[src/fault_pkg.sv]
/*
  Constants and carrier types for the drive fault and error detection block.
  Assumes a 40 MHz logic clock and synchronous monitor inputs.
*/
package fault_pkg;

  // ----------------------------------------------------------------
  // Timing
  // ----------------------------------------------------------------
  localparam int unsigned CLK_HZ          = 40000000;
  localparam int unsigned SERVO_LIMIT_MS  = 350;
  localparam int unsigned SEEK_LIMIT_MS   = 500;
  localparam int unsigned SERVO_LIMIT_CYC = SERVO_LIMIT_MS * (CLK_HZ / 1000);
  localparam int unsigned SEEK_LIMIT_CYC  = SEEK_LIMIT_MS * (CLK_HZ / 1000);
  localparam int unsigned TIMER_W         = 25;

  // ----------------------------------------------------------------
  // Cylinder limits
  // ----------------------------------------------------------------
  localparam logic [9:0] CYL_MAX_SMALL = 10'h19a;
  localparam logic [9:0] CYL_MAX_LARGE = 10'h336;

  // ----------------------------------------------------------------
  // Per-error indication indices
  // ----------------------------------------------------------------
  localparam int unsigned ERR_N      = 5;
  localparam int unsigned ERR_WRITE  = 0;
  localparam int unsigned ERR_HEAD   = 1;
  localparam int unsigned ERR_RW     = 2;
  localparam int unsigned ERR_OFFCYL = 3;
  localparam int unsigned ERR_VOLT   = 4;

  localparam logic [4:0] ERR_RESET = 5'h00;

  typedef enum logic [1:0] {
    TMR_IDLE = 2'b00,
    TMR_RUN  = 2'b01,
    TMR_DONE = 2'b11
  } tmr_state_type;

  // Write path health, all high when a problem is seen
  typedef struct packed {
    logic drv_out_low;
    logic drv_cur_low;
    logic v22_low;
    logic no_data_trans;
  } write_mon_type;

  // Operator, controller and maintenance clears
  typedef struct packed {
    logic operator_sw;
    logic ctrl_clear;
    logic maint_sw;
  } clear_src_type;

endpackage : fault_pkg

[src/drive_fault_error_detect.sv]
/*
  Drive fault and error detection: common fault latch, per-error indication
  latches, no-servo-tracks and seek-error latches, write protect on low speed.
  Assumes all monitor inputs are synchronous to clk; rst_b is power-down.
*/
// Implementation choices: the plain strobed port and the placing of the registers.
// Behaviour
// - A set fault latch drives fault line, panel lamp, drops ready, inhibits write, load.
// - Fault latch clears on operator, controller or maintenance clear, once errors are gone.
// - Each fault also sets its own stored indication latch.
// - Indication latches clear only on power-down or maintenance clear.
// - Write fault from driver output, driver current, +22 V, or no write data.
// - More than one head selected raises a fault.
// - Read gate and write gate together raise a fault.
// - Read or write gate while off cylinder raises a fault.
// - Any monitored supply low raises a voltage fault.
// - Low voltage or slow spindle: inhibit write, write protect, retract; slow spindle alone sets no fault latch.
// - No servo dibits 350 ms after load start sets no-servo latch, lamp, unload.
// - No-servo latch blocks loads; clears on operator, controller or maintenance clear, even with errors present.
// - Seek not on cylinder within 500 ms sets seek-error latch.
// - Either end-of-travel sensor sets seek-error latch.
// - Seek above cylinder 410, or 822 on large variant, sets seek-error latch.
// - Seek-error latch drives seek-error line and blocks further seeks.
// - A return-to-zero seek command clears the seek-error latch.
`timescale 1ns/1ps
module drive_fault_error_detect
#(
  parameter int unsigned SERVO_CYC = fault_pkg::SERVO_LIMIT_CYC,
  parameter int unsigned SEEK_CYC  = fault_pkg::SEEK_LIMIT_CYC
)
(
  // Clock and power-down reset
  input  wire logic                     clk,
  input  wire logic                     rst_b,
  // Write path and supply monitors
  input  wire fault_pkg::write_mon_type write_mon,
  input  wire logic                     supply_low,
  input  wire logic                     speed_low,
  input  wire logic [18:0]              head_sel,
  // Controller gates and commands
  input  wire logic                     read_gate,
  input  wire logic                     write_gate,
  input  wire logic                     seek_start,
  input  wire logic [9:0]               seek_cyl,
  input  wire logic                     rtz_cmd,
  input  wire logic                     large_variant,
  // Positioner and servo status
  input  wire logic                     on_cylinder,
  input  wire logic                     travel_limit_sensed,
  input  wire logic                     load_start,
  input  wire logic                     dibit_seen,
  // Clears
  input  wire fault_pkg::clear_src_type clear_src,
  // Register port
  input  wire logic [1:0]               reg_addr,
  input  wire logic [7:0]               reg_wdata,
  input  wire logic                     reg_wr,
  input  wire logic                     reg_rd,
  output logic [7:0]                    reg_rdata,
  output logic                          irq,
  // Controller and panel outputs
  output logic                          fault_line,
  output logic                          fault_lamp,
  output logic                          unit_ready,
  output logic                          seek_error_line,
  output logic                          write_protect,
  output logic                          write_inhibit,
  output logic                          load_inhibit,
  output logic                          seek_inhibit,
  output logic                          emergency_retract,
  output logic                          home_retract_logic,
  output logic                          seek_accept
);

  // ----------------------------------------------------------------
  // Error detection
  // ----------------------------------------------------------------
  wire multi_sel;
  wire servo_expired;
  wire seek_expired;
  wire [fault_pkg::ERR_N-1:0] err_now;
  wire any_err;
  wire gen_clear;
  wire fault_clear;
  wire cyl_limit_hit;
  wire seek_err_set;
  wire seek_go;
  wire load_go;

  head_count #(.HEADS(19)) u_heads
  (
    .head_sel  (head_sel),
    .multi_sel (multi_sel)
  );

  assign err_now[fault_pkg::ERR_WRITE]  = |write_mon;
  assign err_now[fault_pkg::ERR_HEAD]   = multi_sel;
  assign err_now[fault_pkg::ERR_RW]     = read_gate & write_gate;
  assign err_now[fault_pkg::ERR_OFFCYL] = (read_gate | write_gate)
                                        & ~on_cylinder;
  assign err_now[fault_pkg::ERR_VOLT]   = supply_low;
  assign any_err = |err_now;

  // Clear only accepted once every error has gone away
  assign gen_clear   = clear_src.operator_sw | clear_src.ctrl_clear | clear_src.maint_sw;
  assign fault_clear = gen_clear & ~any_err;

  // ----------------------------------------------------------------
  // Common fault latch and indication latches
  // ----------------------------------------------------------------
  logic                       fault_q;
  logic [fault_pkg::ERR_N-1:0] ind_q;
  logic [fault_pkg::ERR_N-1:0] ind_d;
  logic                       servo_q;
  logic                       servo_exp_q;
  logic                       seek_err_q;

  assign ind_d = clear_src.maint_sw ? (ind_q & ~ind_q) | err_now
                                    : ind_q | err_now;

  always_ff @(posedge clk or negedge rst_b)
  begin
    if (!rst_b)
    begin
      fault_q <= 1'b0;
      ind_q   <= fault_pkg::ERR_RESET;
    end
    else
    begin
      fault_q <= any_err | (fault_q & ~fault_clear);
      ind_q   <= ind_d;
    end
  end

  // ----------------------------------------------------------------
  // No servo tracks
  // ----------------------------------------------------------------
  assign load_go = load_start & ~servo_q & ~fault_q;

  fault_timer #(.LIMIT(SERVO_CYC)) u_servo_tmr
  (
    .clk     (clk),
    .rst_b   (rst_b),
    .start   (load_go),
    .stop    (dibit_seen),
    .expired (servo_expired)
  );

  // Set only on the expiry edge: the timer stays parked in its done state,
  // and a level set would undo every clear until the next load
  always_ff @(posedge clk or negedge rst_b)
  begin
    if (!rst_b)
    begin
      servo_q     <= 1'b0;
      servo_exp_q <= 1'b0;
    end
    else
    begin
      servo_exp_q <= servo_expired;
      servo_q     <= (servo_expired & ~servo_exp_q & ~dibit_seen)
                   | (servo_q & ~gen_clear);
    end
  end

  // ----------------------------------------------------------------
  // Seek error
  // ----------------------------------------------------------------
  assign seek_go       = seek_start & ~seek_err_q;
  assign cyl_limit_hit = seek_start & (seek_cyl > (large_variant ?
                         fault_pkg::CYL_MAX_LARGE : fault_pkg::CYL_MAX_SMALL));

  fault_timer #(.LIMIT(SEEK_CYC)) u_seek_tmr
  (
    .clk     (clk),
    .rst_b   (rst_b),
    .start   (seek_go),
    .stop    (on_cylinder & ~seek_go),
    .expired (seek_expired)
  );

  assign seek_err_set = (seek_expired & ~on_cylinder)
                      | travel_limit_sensed
                      | cyl_limit_hit;

  // Set wins over the return-to-zero clear
  always_ff @(posedge clk or negedge rst_b)
  begin
    if (!rst_b)
      seek_err_q <= 1'b0;
    else
      seek_err_q <= seek_err_set | (seek_err_q & ~rtz_cmd);
  end

  // ----------------------------------------------------------------
  // Outputs
  // ----------------------------------------------------------------
  assign fault_line         = fault_q;
  assign fault_lamp         = fault_q | servo_q;
  assign unit_ready         = ~fault_q;
  assign write_inhibit      = fault_q | supply_low | speed_low;
  assign load_inhibit       = fault_q | servo_q;
  assign write_protect      = supply_low | speed_low;
  assign emergency_retract  = supply_low | speed_low;
  assign home_retract_logic = servo_q;
  assign seek_error_line    = seek_err_q;
  assign seek_inhibit       = seek_err_q;
  assign seek_accept        = seek_go;

  // ----------------------------------------------------------------
  // Register port and interrupt
  // ----------------------------------------------------------------
  localparam logic [1:0] ADDR_STATUS = 2'h0;
  localparam logic [1:0] ADDR_MASK   = 2'h1;
  localparam logic [1:0] ADDR_IND    = 2'h2;
  localparam logic [1:0] ADDR_LIVE   = 2'h3;

  logic [7:0] stat_q;
  logic [7:0] mask_q;
  logic [7:0] rdata_q;
  logic [7:0] prev_q;
  wire  [7:0] ev_level;
  wire  [7:0] ev_rise;
  wire        rd_status;
  wire  [7:0] rd_mux;

  assign ev_level  = {3'h0, speed_low | supply_low, seek_err_q, servo_q, 1'b0, fault_q};
  assign ev_rise   = ev_level & ~prev_q;
  assign rd_status = reg_rd & (reg_addr == ADDR_STATUS);
  assign rd_mux    = (reg_addr == ADDR_STATUS) ? stat_q :
                     (reg_addr == ADDR_MASK)   ? mask_q :
                     (reg_addr == ADDR_IND)    ? {3'h0, ind_q} : ev_level;

  always_ff @(posedge clk or negedge rst_b)
  begin
    if (!rst_b)
    begin
      stat_q  <= 8'h00;
      mask_q  <= 8'h00;
      rdata_q <= 8'h00;
      prev_q  <= 8'h00;
    end
    else
    begin
      prev_q  <= ev_level;
      stat_q  <= ev_rise | (stat_q & ~{8{rd_status}});
      rdata_q <= reg_rd ? rd_mux : 8'h00;
      if (reg_wr && reg_addr == ADDR_MASK)
        mask_q <= reg_wdata;
    end
  end

  assign reg_rdata = rdata_q;
  assign irq       = |(stat_q & mask_q);

  // ----------------------------------------------------------------
  // Checks
  // ----------------------------------------------------------------
  a_fault_outputs: assert property (@(posedge clk) disable iff (!rst_b)
    fault_q |-> (fault_line && !unit_ready && write_inhibit && load_inhibit))
    else $error("fault latch without its effects");
  a_fault_hold: assert property (@(posedge clk) disable iff (!rst_b)
    (fault_q && any_err) |=> fault_q)
    else $error("fault latch cleared while error present");
  a_ind_set: assert property (@(posedge clk) disable iff (!rst_b)
    err_now[fault_pkg::ERR_RW] |=> (ind_q[fault_pkg::ERR_RW] && fault_q))
    else $error("indication latch missed");
  a_ind_keep: assert property (@(posedge clk) disable iff (!rst_b)
    (!clear_src.maint_sw && ind_q[fault_pkg::ERR_WRITE]) |=> ind_q[fault_pkg::ERR_WRITE])
    else $error("indication latch lost");
  a_write_fault: assert property (@(posedge clk) disable iff (!rst_b)
    write_mon.v22_low |=> ind_q[fault_pkg::ERR_WRITE])
    else $error("write fault not stored");
  a_multi_head: assert property (@(posedge clk) disable iff (!rst_b)
    (head_sel[0] && head_sel[18]) |=> fault_q)
    else $error("multiple head select missed");
  a_offcyl_gate: assert property (@(posedge clk) disable iff (!rst_b)
    (read_gate && !on_cylinder) |=> ind_q[fault_pkg::ERR_OFFCYL])
    else $error("off-cylinder gate missed");
  a_speed_prot: assert property (@(posedge clk) disable iff (!rst_b)
    (speed_low && !any_err && !fault_q) |-> (write_protect && emergency_retract) ##1 !fault_q)
    else $error("low speed handling wrong");
  a_servo_block: assert property (@(posedge clk) disable iff (!rst_b)
    servo_q |-> (!load_go && home_retract_logic && fault_lamp))
    else $error("load allowed with no servo");
  a_travel_limit: assert property (@(posedge clk) disable iff (!rst_b)
    travel_limit_sensed |=> (seek_error_line && seek_inhibit))
    else $error("end of travel missed");
  a_cyl_range: assert property (@(posedge clk) disable iff (!rst_b)
    (seek_start && !large_variant && seek_cyl == 10'h19b) |=> seek_err_q)
    else $error("cylinder range missed");
  a_volt_fault: assert property (@(posedge clk) disable iff (!rst_b)
    supply_low |=> (fault_q && ind_q[fault_pkg::ERR_VOLT]))
    else $error("voltage fault missed");
  a_seek_block: assert property (@(posedge clk) disable iff (!rst_b)
    seek_err_q |-> (!seek_accept && seek_error_line))
    else $error("seek accepted during seek error");
  a_rtz_clear: assert property (@(posedge clk) disable iff (!rst_b)
    (rtz_cmd && !seek_err_set) |=> !seek_err_q)
    else $error("rtz did not clear seek error");

endmodule : drive_fault_error_detect

[src/fault_timer.sv]
/*
  Restartable timeout counter: counts while armed, flags when limit reached.
  Assumes start and stop are single-cycle or level signals on clk.
*/
`timescale 1ns/1ps
module fault_timer
#(
  parameter int unsigned LIMIT = 1000
)
(
  // Clock and reset
  input  wire logic clk,
  input  wire logic rst_b,
  // Control
  input  wire logic start,
  input  wire logic stop,
  // Result
  output logic      expired
);

  fault_pkg::tmr_state_type      state_q;
  fault_pkg::tmr_state_type      state_d;
  logic [fault_pkg::TIMER_W-1:0] count_q;
  logic [fault_pkg::TIMER_W-1:0] count_d;
  wire                           at_limit;

  assign at_limit = (count_q == fault_pkg::TIMER_W'(LIMIT - 1));
  assign expired  = (state_q == fault_pkg::TMR_DONE);

  always_comb
  begin
    state_d = state_q;
    count_d = count_q;
    unique case (state_q)
      fault_pkg::TMR_IDLE:
      begin
        count_d = '0;
        if (start)
          state_d = fault_pkg::TMR_RUN;
      end
      fault_pkg::TMR_RUN:
      begin
        count_d = count_q + fault_pkg::TIMER_W'(1);
        if (start)
          count_d = '0;
        else if (stop)
          state_d = fault_pkg::TMR_IDLE;
        else if (at_limit)
          state_d = fault_pkg::TMR_DONE;
      end
      fault_pkg::TMR_DONE:
      begin
        count_d = '0;
        if (start)
          state_d = fault_pkg::TMR_RUN;
        else if (stop)
          state_d = fault_pkg::TMR_IDLE;
      end
      default:
        state_d = fault_pkg::TMR_IDLE;
    endcase
  end

  always_ff @(posedge clk or negedge rst_b)
  begin
    if (!rst_b)
    begin
      state_q <= fault_pkg::TMR_IDLE;
      count_q <= '0;
    end
    else
    begin
      state_q <= state_d;
      count_q <= count_d;
    end
  end

endmodule : fault_timer

[src/head_count.sv]
/*
  Flags more than one head select output active at once.
  Assumes the head select vector is synchronous to clk.
*/
`timescale 1ns/1ps
module head_count
#(
  parameter int unsigned HEADS = 19
)
(
  // Head select monitor
  input  wire logic [HEADS-1:0] head_sel,
  // Result
  output logic                  multi_sel
);

  logic [HEADS:0] seen;
  logic [HEADS:0] dup;

  assign seen[0] = 1'b0;
  assign dup[0]  = 1'b0;

  // Running "one seen" and "two seen" across the vector
  for (genvar i = 0; i < HEADS; i++)
  begin : g_bit
    assign seen[i+1] = seen[i] | head_sel[i];
    assign dup[i+1]  = dup[i] | (seen[i] & head_sel[i]);
  end

  assign multi_sel = dup[HEADS];

endmodule : head_count

[config.mk]
export PLATFORM = sky130hd
export DESIGN_NAME = drive_fault_error_detect
export DESIGN_NICKNAME = d
export VERILOG_FILES = /design/src/fault_pkg.sv /design/src/drive_fault_error_detect.sv /design/src/fault_timer.sv /design/src/head_count.sv
export SDC_FILE = /design/constraint.sdc
export NUM_CORES = 1
export LEC_CHECK = 0
export ABC_AREA = 1
export BUFFER_PORTS_ARGS = -buffer_cell sky130_fd_sc_hd__buf_2
export CAP_MARGIN = 20
export CELL_PAD_IN_SITES_DETAIL_PLACEMENT = 1
export CELL_PAD_IN_SITES_GLOBAL_PLACEMENT = 1
export CORE_ASPECT_RATIO = 0.8
export CORE_MARGIN = 4
export CORE_UTILIZATION = 42
export DETAILED_ROUTE_END_ITERATION = 12
export MAX_ROUTING_LAYER = met4
export PLACE_DENSITY = 0.85
export SLEW_MARGIN = 20
export SYNTH_ARGS = -nofsm -noshare
export SYNTH_HDL_FRONTEND = slang
export SYNTH_SLANG_ARGS = --single-unit
export TNS_END_PERCENT = 100
[constraint.sdc]
create_clock -name clk -period 2.1 [get_ports clk]
set_input_delay 0.21 -clock clk [delete_from_list [all_inputs] [get_ports clk]]
set_output_delay 0.21 -clock clk [all_outputs]
set_load 0.005 [all_outputs]
==> results.cfg, run 1 <==
[yosys]
synth_seq_cells = 91
async_reset_ff_share_pct = 100
synthCells = 632
synth_nets = 710
synth_cell_types = 42
yosysWarnings = 0
synthFlopType = dfrtp_1
syn_area_mm2 = 0.00512
seq_area_frac_synth_pct = 44.5
avgSynthCellArea_um2 = 8.10
synth-edff-count = 0

[floorplanning]
die_w_um = 131
core.rowCount = 35
initial_core_util_pct = 43.6
core_area_mm2 = 0.0117
die_h_um = 107
ios = 81
die_area_mm2 = 0.0140

[route]
via_per_inst = 5.42
postRouteAntennaNets = 0
drc = 0
wl_per_cell_um = 16.6
firstDrtPassIters = 4
routed_wl_um = 14600
vias = 4761
drt_first_iter_violations = 194

[cts]
cts_tree = yes
cts-root-buf = clkbuf_16
clkSlewWorstSetupHoldPaths_ns = 0.06
htree_levels = 3
cts_buffers = 9
cts_sinks = 91
ctsLongestPathBuffers = 2
clk_latency_ns = 0.35

[global_route]
grt_util_all_layers_pct = 22.2
overflow = 0
grt_pass1_vias = 5163
grt_pass1_wl_um = 25100
antenna_found_initial = 0
grt_max_degree = 46

[timing]
drv_slew = 0
worstMarginPinSlew_ns = 0.438
relSlewSlack_pct = 70.8
skew_ns = 0.00786
final-hold-violation-count = 0
min_period_ns = 2.08
rsz0062_at_grt = true
finalSetupViolCount = 0
setup_tns_ns = 0
worst_hold_slack_ns = 0.0670
fin_crit_sh_pct = 99.2
fmax_mhz = 480

[worst_setup_path]
path_class = flop to flop
crit_chain = ha_2 -> nand4_1 -> nor2_4 -> nand2_4 -> nor2_4 -> nand2_2 -> nor2_2 -> nand2_2 -> nor2_4 -> nand2_2 -> o21ai_2 -> a21oi_1
slowest_stage = dfrtp_1
cp_data_arrival_time_ns = 2.31
cpPeakStageDelay_ns = 0.39
cp_max_fo = 5
worstSetupStartpointType = flop
worst-path-buf-inv = 0
crit_family = simple AND/OR/NAND/NOR gates
r2r_cells = 12
crit_cells = 12
required_ns = 2.32
critPathCaptureType = flop

[hold_path]
hold_path.class = primary input to flop
hold_depth = 2

[power_and_ir_drop]
p_comb_share_pct = 31.9
clkPwrFrac_pct = 29.9
power.internal_w = 0.00341
power.density_mw_per_mm2 = 882
seqPwrFrac_pct = 38.2
p_sw_share_pct = 36.8
p_leak_nw = 2.89
ir_drop_v = 0.000648
totalPowerFinal_w = 0.00539
netSwitchingPower_w = 0.00198

[finish]
layout-drive-gt1-share_pct = 20.9
final_nets = 804
n_fill_cell = 1438
layout_common_cells = inv_1, dfrtp_1, nand2_1
n_antenna_cell = 0
area_growth_pct = 19.3
final_common_cell = inv_1

[place]
gp_congestion = 0.862
hpwlAfterDp_um = 11000
numPortBuffers = 80

[status]
status = finished clean

[run]
max-cap-violations = 0
cell families (layout without fill, tap and decap cells):
group,count (synthesis),after routing,synth area share [%]
mux,6,6,1.32
buf+inv,119,218,8.94
xor+xnor,8,8,1.37
compound gates,119,119,13.5
simple gates,272,272,26.2
flops,91,91,44.5
fa+ha+maj,17,17,4.15
timing repair:
action,CTS,global route
buffers inserted,0,6
setup endpoints to repair,0,12
resized for setup,0,11
hold endpoints to repair,13,0
hold buffers,1,0
power groups by stage:
| stage | clock, W | sequential (W) | combinational (W) |
|---|---|---|---|
| 2_1_floorplan | 0 | 0.00206 | 0.00104 |
| 5_1_grt | 0.00173 | 0.00208 | 0.00194 |
| 3_5_place_dp | 0 | 0.00209 | 0.00163 |
| 6_report | 0.00161 | 0.00206 | 0.00172 |
| 3_3_place_gp | 0 | 0.00208 | 0.00153 |
| 4_1_cts | 0.00163 | 0.00206 | 0.00166 |
final timing paths:
| kind | startpoint | to | slack (ns) |
|---|---|---|---|
| max in group asynchronous | rst_b | servo_exp_q | 1.16 |
| worst min-delay path | rtz_cmd | seek_error_line | 0.07 |
| worst max register to register | u_servo_tmr.count_q[1] | u_servo_tmr.count_q[24] | 0.02 |
| min in group asynchronous | rst_b | seek_error_line | 0.26 |
| worst min register to register | fault_line | prev_q[0] | 0.43 |
| worst max-delay path | u_servo_tmr.count_q[1] | u_servo_tmr.count_q[24] | 0.02 |
state kept, by name (all words and copies together) (netlist names):
register	flops
ind_q	5
u_seek_tmr.state_q	2
mask_q	8
seek_error_line	1
prev_q	4
stat_q	8
u_seek_tmr.count_q	25
fault_line	1
servo_exp_q	1
u_servo_tmr.state_q	2
u_servo_tmr.count_q	25
home_retract_logic	1
reg_rdata	8
area by class of cell:
type / instances / area, um^2 / share of cell area [%]
multi-input cells: 422 / 2430 / 39.8
flip-flops and latches: 91 / 2280 / 37.3
repair buffers: 93 / 515 / 8.44
inverters: 109 / 409 / 6.70
clock buffers: 9 / 225 / 3.69
well taps: 148 / 185 / 3.03
clock inverters: 7 / 68.8 / 1.13
cells in the mapped netlist, types with 7 or more instances:
cell type	instances	area (um^2)
xor2_1	7	61.3
o21ai_0	33	165
nor2_1	62	233
a21oi_1	42	210
nand3_1	38	190
ha_1	17	213
nor2_2	9	56.3
nor4_1	10	62.6
nor3_1	18	90.1
dfrtp_1	91	2280
nand4_1	21	131
inv_1	106	398
o22ai_1	10	62.6
nand2_1	91	342
stage by stage:
step           cells  setup slack (ns)  area [um^2]  utilization [%]
6_report         879            0.0167         6110             52.1
5_1_grt          879            -0.112         6110             52.1
4_1_cts          873           0.00942         6020             51.3
3_5_place_dp     856            0.0525         5720             48.7
3_3_place_gp     856             0.204         5720             48.7
2_1_floorplan    632             0.294         5120                -
routing by layer:
layer	GRT usage [%]	wire length (um)	vias up
met5	-	0	-
met4	5.32	190	0
met3	4.78	483	18
met2	38.3	7250	76
met1	27.1	6690	2355
li1	-	-	2312
Note: power is estimated with default switching activity, not from simulation.
==> inputs of run 2 (changes only) <==
Settings changed: PLACE_DENSITY 0.85 to not set, PLACE_DENSITY_LB_ADDON set to 0.1.
==> run 2 against run 1 <==
Net effect:
- cell area grew 0.68%
- final cell count grew 0.11%
- sequential share of layout area decreased by 0.23 points
- critical path depth unchanged
- via count shrank 0.71%
- sequential power hardly changed
- flip-flop and latch count did not move
- setup slack better by 0.077 ns
- wire length decreased by 1.7%
- global-route usage fell by 0.33 points
- utilization increased by 0.35 points
- critical path type unchanged
- largest power group unchanged
==> results.cfg, run 2 (same netlist as run 1, synthesis figures left out) <==
[power_and_ir_drop]
ir_drop_v = 0.000663
totalPowerFinal_w = 0.00549
power.density_mw_per_mm2 = 893
p_leak_nw = 2.91

[global_route]
grt_pass1_wl_um = 24700
grt_pass1_vias = 5085
grt_max_degree = 45
antenna_found_initial = 0
grt_util_all_layers_pct = 21.9
overflow = 0

[floorplanning]
ios = 81
initial_core_util_pct = 43.6
core.rowCount = 35
die_area_mm2 = 0.0140
die_w_um = 131
die_h_um = 107
core_area_mm2 = 0.0117

[finish]
n_antenna_cell = 0
seq_area_mm2 = 0.00228
final_nets = 806
layout-drive-gt1-share_pct = 20.8
top_regs = u_seek_tmr.count_q: 25 flops, u_servo_tmr.count_q: 25 flops
postLayoutCellArea_mm2 = 0.00615
layout_common_cells = inv_1, nand2_1, dfrtp_1
utilization_pct = 52.4
area_growth_pct = 20.1
final_common_cell = inv_1
multi_input_area_mm2 = 0.00244
n_fill_cell = 1481

[hold_path]
hold_depth = 2
hold_path.class = primary input to flop

[worst_setup_path]
cp_max_fo = 5
crit_family = simple AND/OR/NAND/NOR gates
critPathCaptureType = flop
crit_chain = ha_2 -> nand4_1 -> nor2_4 -> nand2_2 -> nor2_4 -> nand2_2 -> nor2_4 -> nand2_4 -> nor2_4 -> nand2_1 -> o21ai_1 -> a21oi_1
r2r_cells = 12
required_ns = 2.32
path_class = flop to flop
slowest_stage = dfrtp_2
worstSetupStartpointType = flop
cpPeakStageDelay_ns = 0.40
crit_cells = 12
worst-path-buf-inv = 0
cpMostUsedCell = nor2_4
cp_data_arrival_time_ns = 2.23

[timing]
rsz0062_at_grt = true
min_period_ns = 2.01
fin_crit_sh_pct = 95.5
worstMarginPinSlew_ns = 0.588
skew_ns = 0.00762
finalSetupViolCount = 0
fmax_mhz = 498
final-hold-violation-count = 0
relSlewSlack_pct = 60.8
worst_hold_slack_ns = 0.0699
drv_slew = 0

[cts]
cts_tree = yes
ctsLongestPathBuffers = 2
cts-root-buf = clkbuf_16
clk_latency_ns = 0.34
cts_sinks = 91
htree_levels = 3
clkSlewWorstSetupHoldPaths_ns = 0.06
cts_buffers = 9

[place]
placed_cell_area_mm2 = 0.00573
gp_congestion = 0.874
hpwlAfterDp_um = 11000
numPortBuffers = 80

[route]
wl_per_cell_um = 16.3
drt_first_iter_violations = 207
vias = 4727
postRouteAntennaNets = 0
routed_wl_um = 14400
drc = 0
via_per_inst = 5.37
firstDrtPassIters = 4

[status]
status = finished clean

[run]
max-cap-violations = 0
==> run 2: cell count changes in the layout (fill, tap and decap cells not counted), sizes merged <==
cell      before  now
buf           92   94
bufinv         1    2
clkinv         4    0
clkbuf         9   13
clkinvlp       2    0
==> run 2: layout make-up <==
type | instances | area share [%]
well taps | 148 | 3.01
clock buffers | 13 | 4.07
clock inverters | 2 | 0.976
flip-flops and latches | 91 | 37.0
repair buffers | 95 | 8.62
inverters | 109 | 6.65
multi-input cells | 422 | 39.6
==> run 2: path summary, 6_finish.rpt <==
| path | start | to | slack [ns] |
|---|---|---|---|
| worst max-delay path | u_servo_tmr.count_q[0] | u_servo_tmr.count_q[24] | 0.09 |
| worst min-delay path | rtz_cmd | seek_error_line | 0.07 |
| worst max register to register | u_servo_tmr.count_q[0] | u_servo_tmr.count_q[24] | 0.09 |
| worst min register to register | fault_line | prev_q[0] | 0.43 |
| max in group asynchronous | rst_b | u_servo_tmr.count_q[0] | 1.04 |
| min in group asynchronous | rst_b | mask_q[6] | 0.42 |
==> run 2: power breakdown <==
| part | leakage [nW] | internal (W) | switching [W] |
|---|---|---|---|
| combinational | 1.57 | 0.000584 | 0.00112 |
| clock | 0.150 | 0.00107 | 0.000648 |
| sequential | 1.19 | 0.00192 | 0.000151 |
==> run 2: routing by layer <==
metal | track usage, % | wire length, um | up-vias | share of wire, %
met5 | - | 0 | - | 0
li1 | - | - | 2305 | -
met3 | 3.94 | 503 | 16 | 3.5
met2 | 38.2 | 7180 | 72 | 50
met1 | 26.7 | 6520 | 2334 | 45
met4 | 5.25 | 174 | 0 | 1.2
==> run 2: through the flow <==
| step | TNS (ns) | setup WS [ns] | cells |
|---|---|---|---|
| final | 0 | 0.0935 | 880 |
| after global routing | -0.111 | -0.0704 | 880 |
| after CTS | 0 | 0.0642 | 874 |
| after detailed placement | -0.00507 | -0.00507 | 858 |
| after global placement | 0 | 0.188 | 858 |
| after floorplan | 0 | 0.294 | 632 |
==> run 2: repair_timing <==
action	CTS	global route
hold buffers	1	0
setup buffers	0	6
endpoints found under the hold margin	42	0
pin swaps	0	4
resized for setup	1	12
endpoints found under the setup margin	1	14
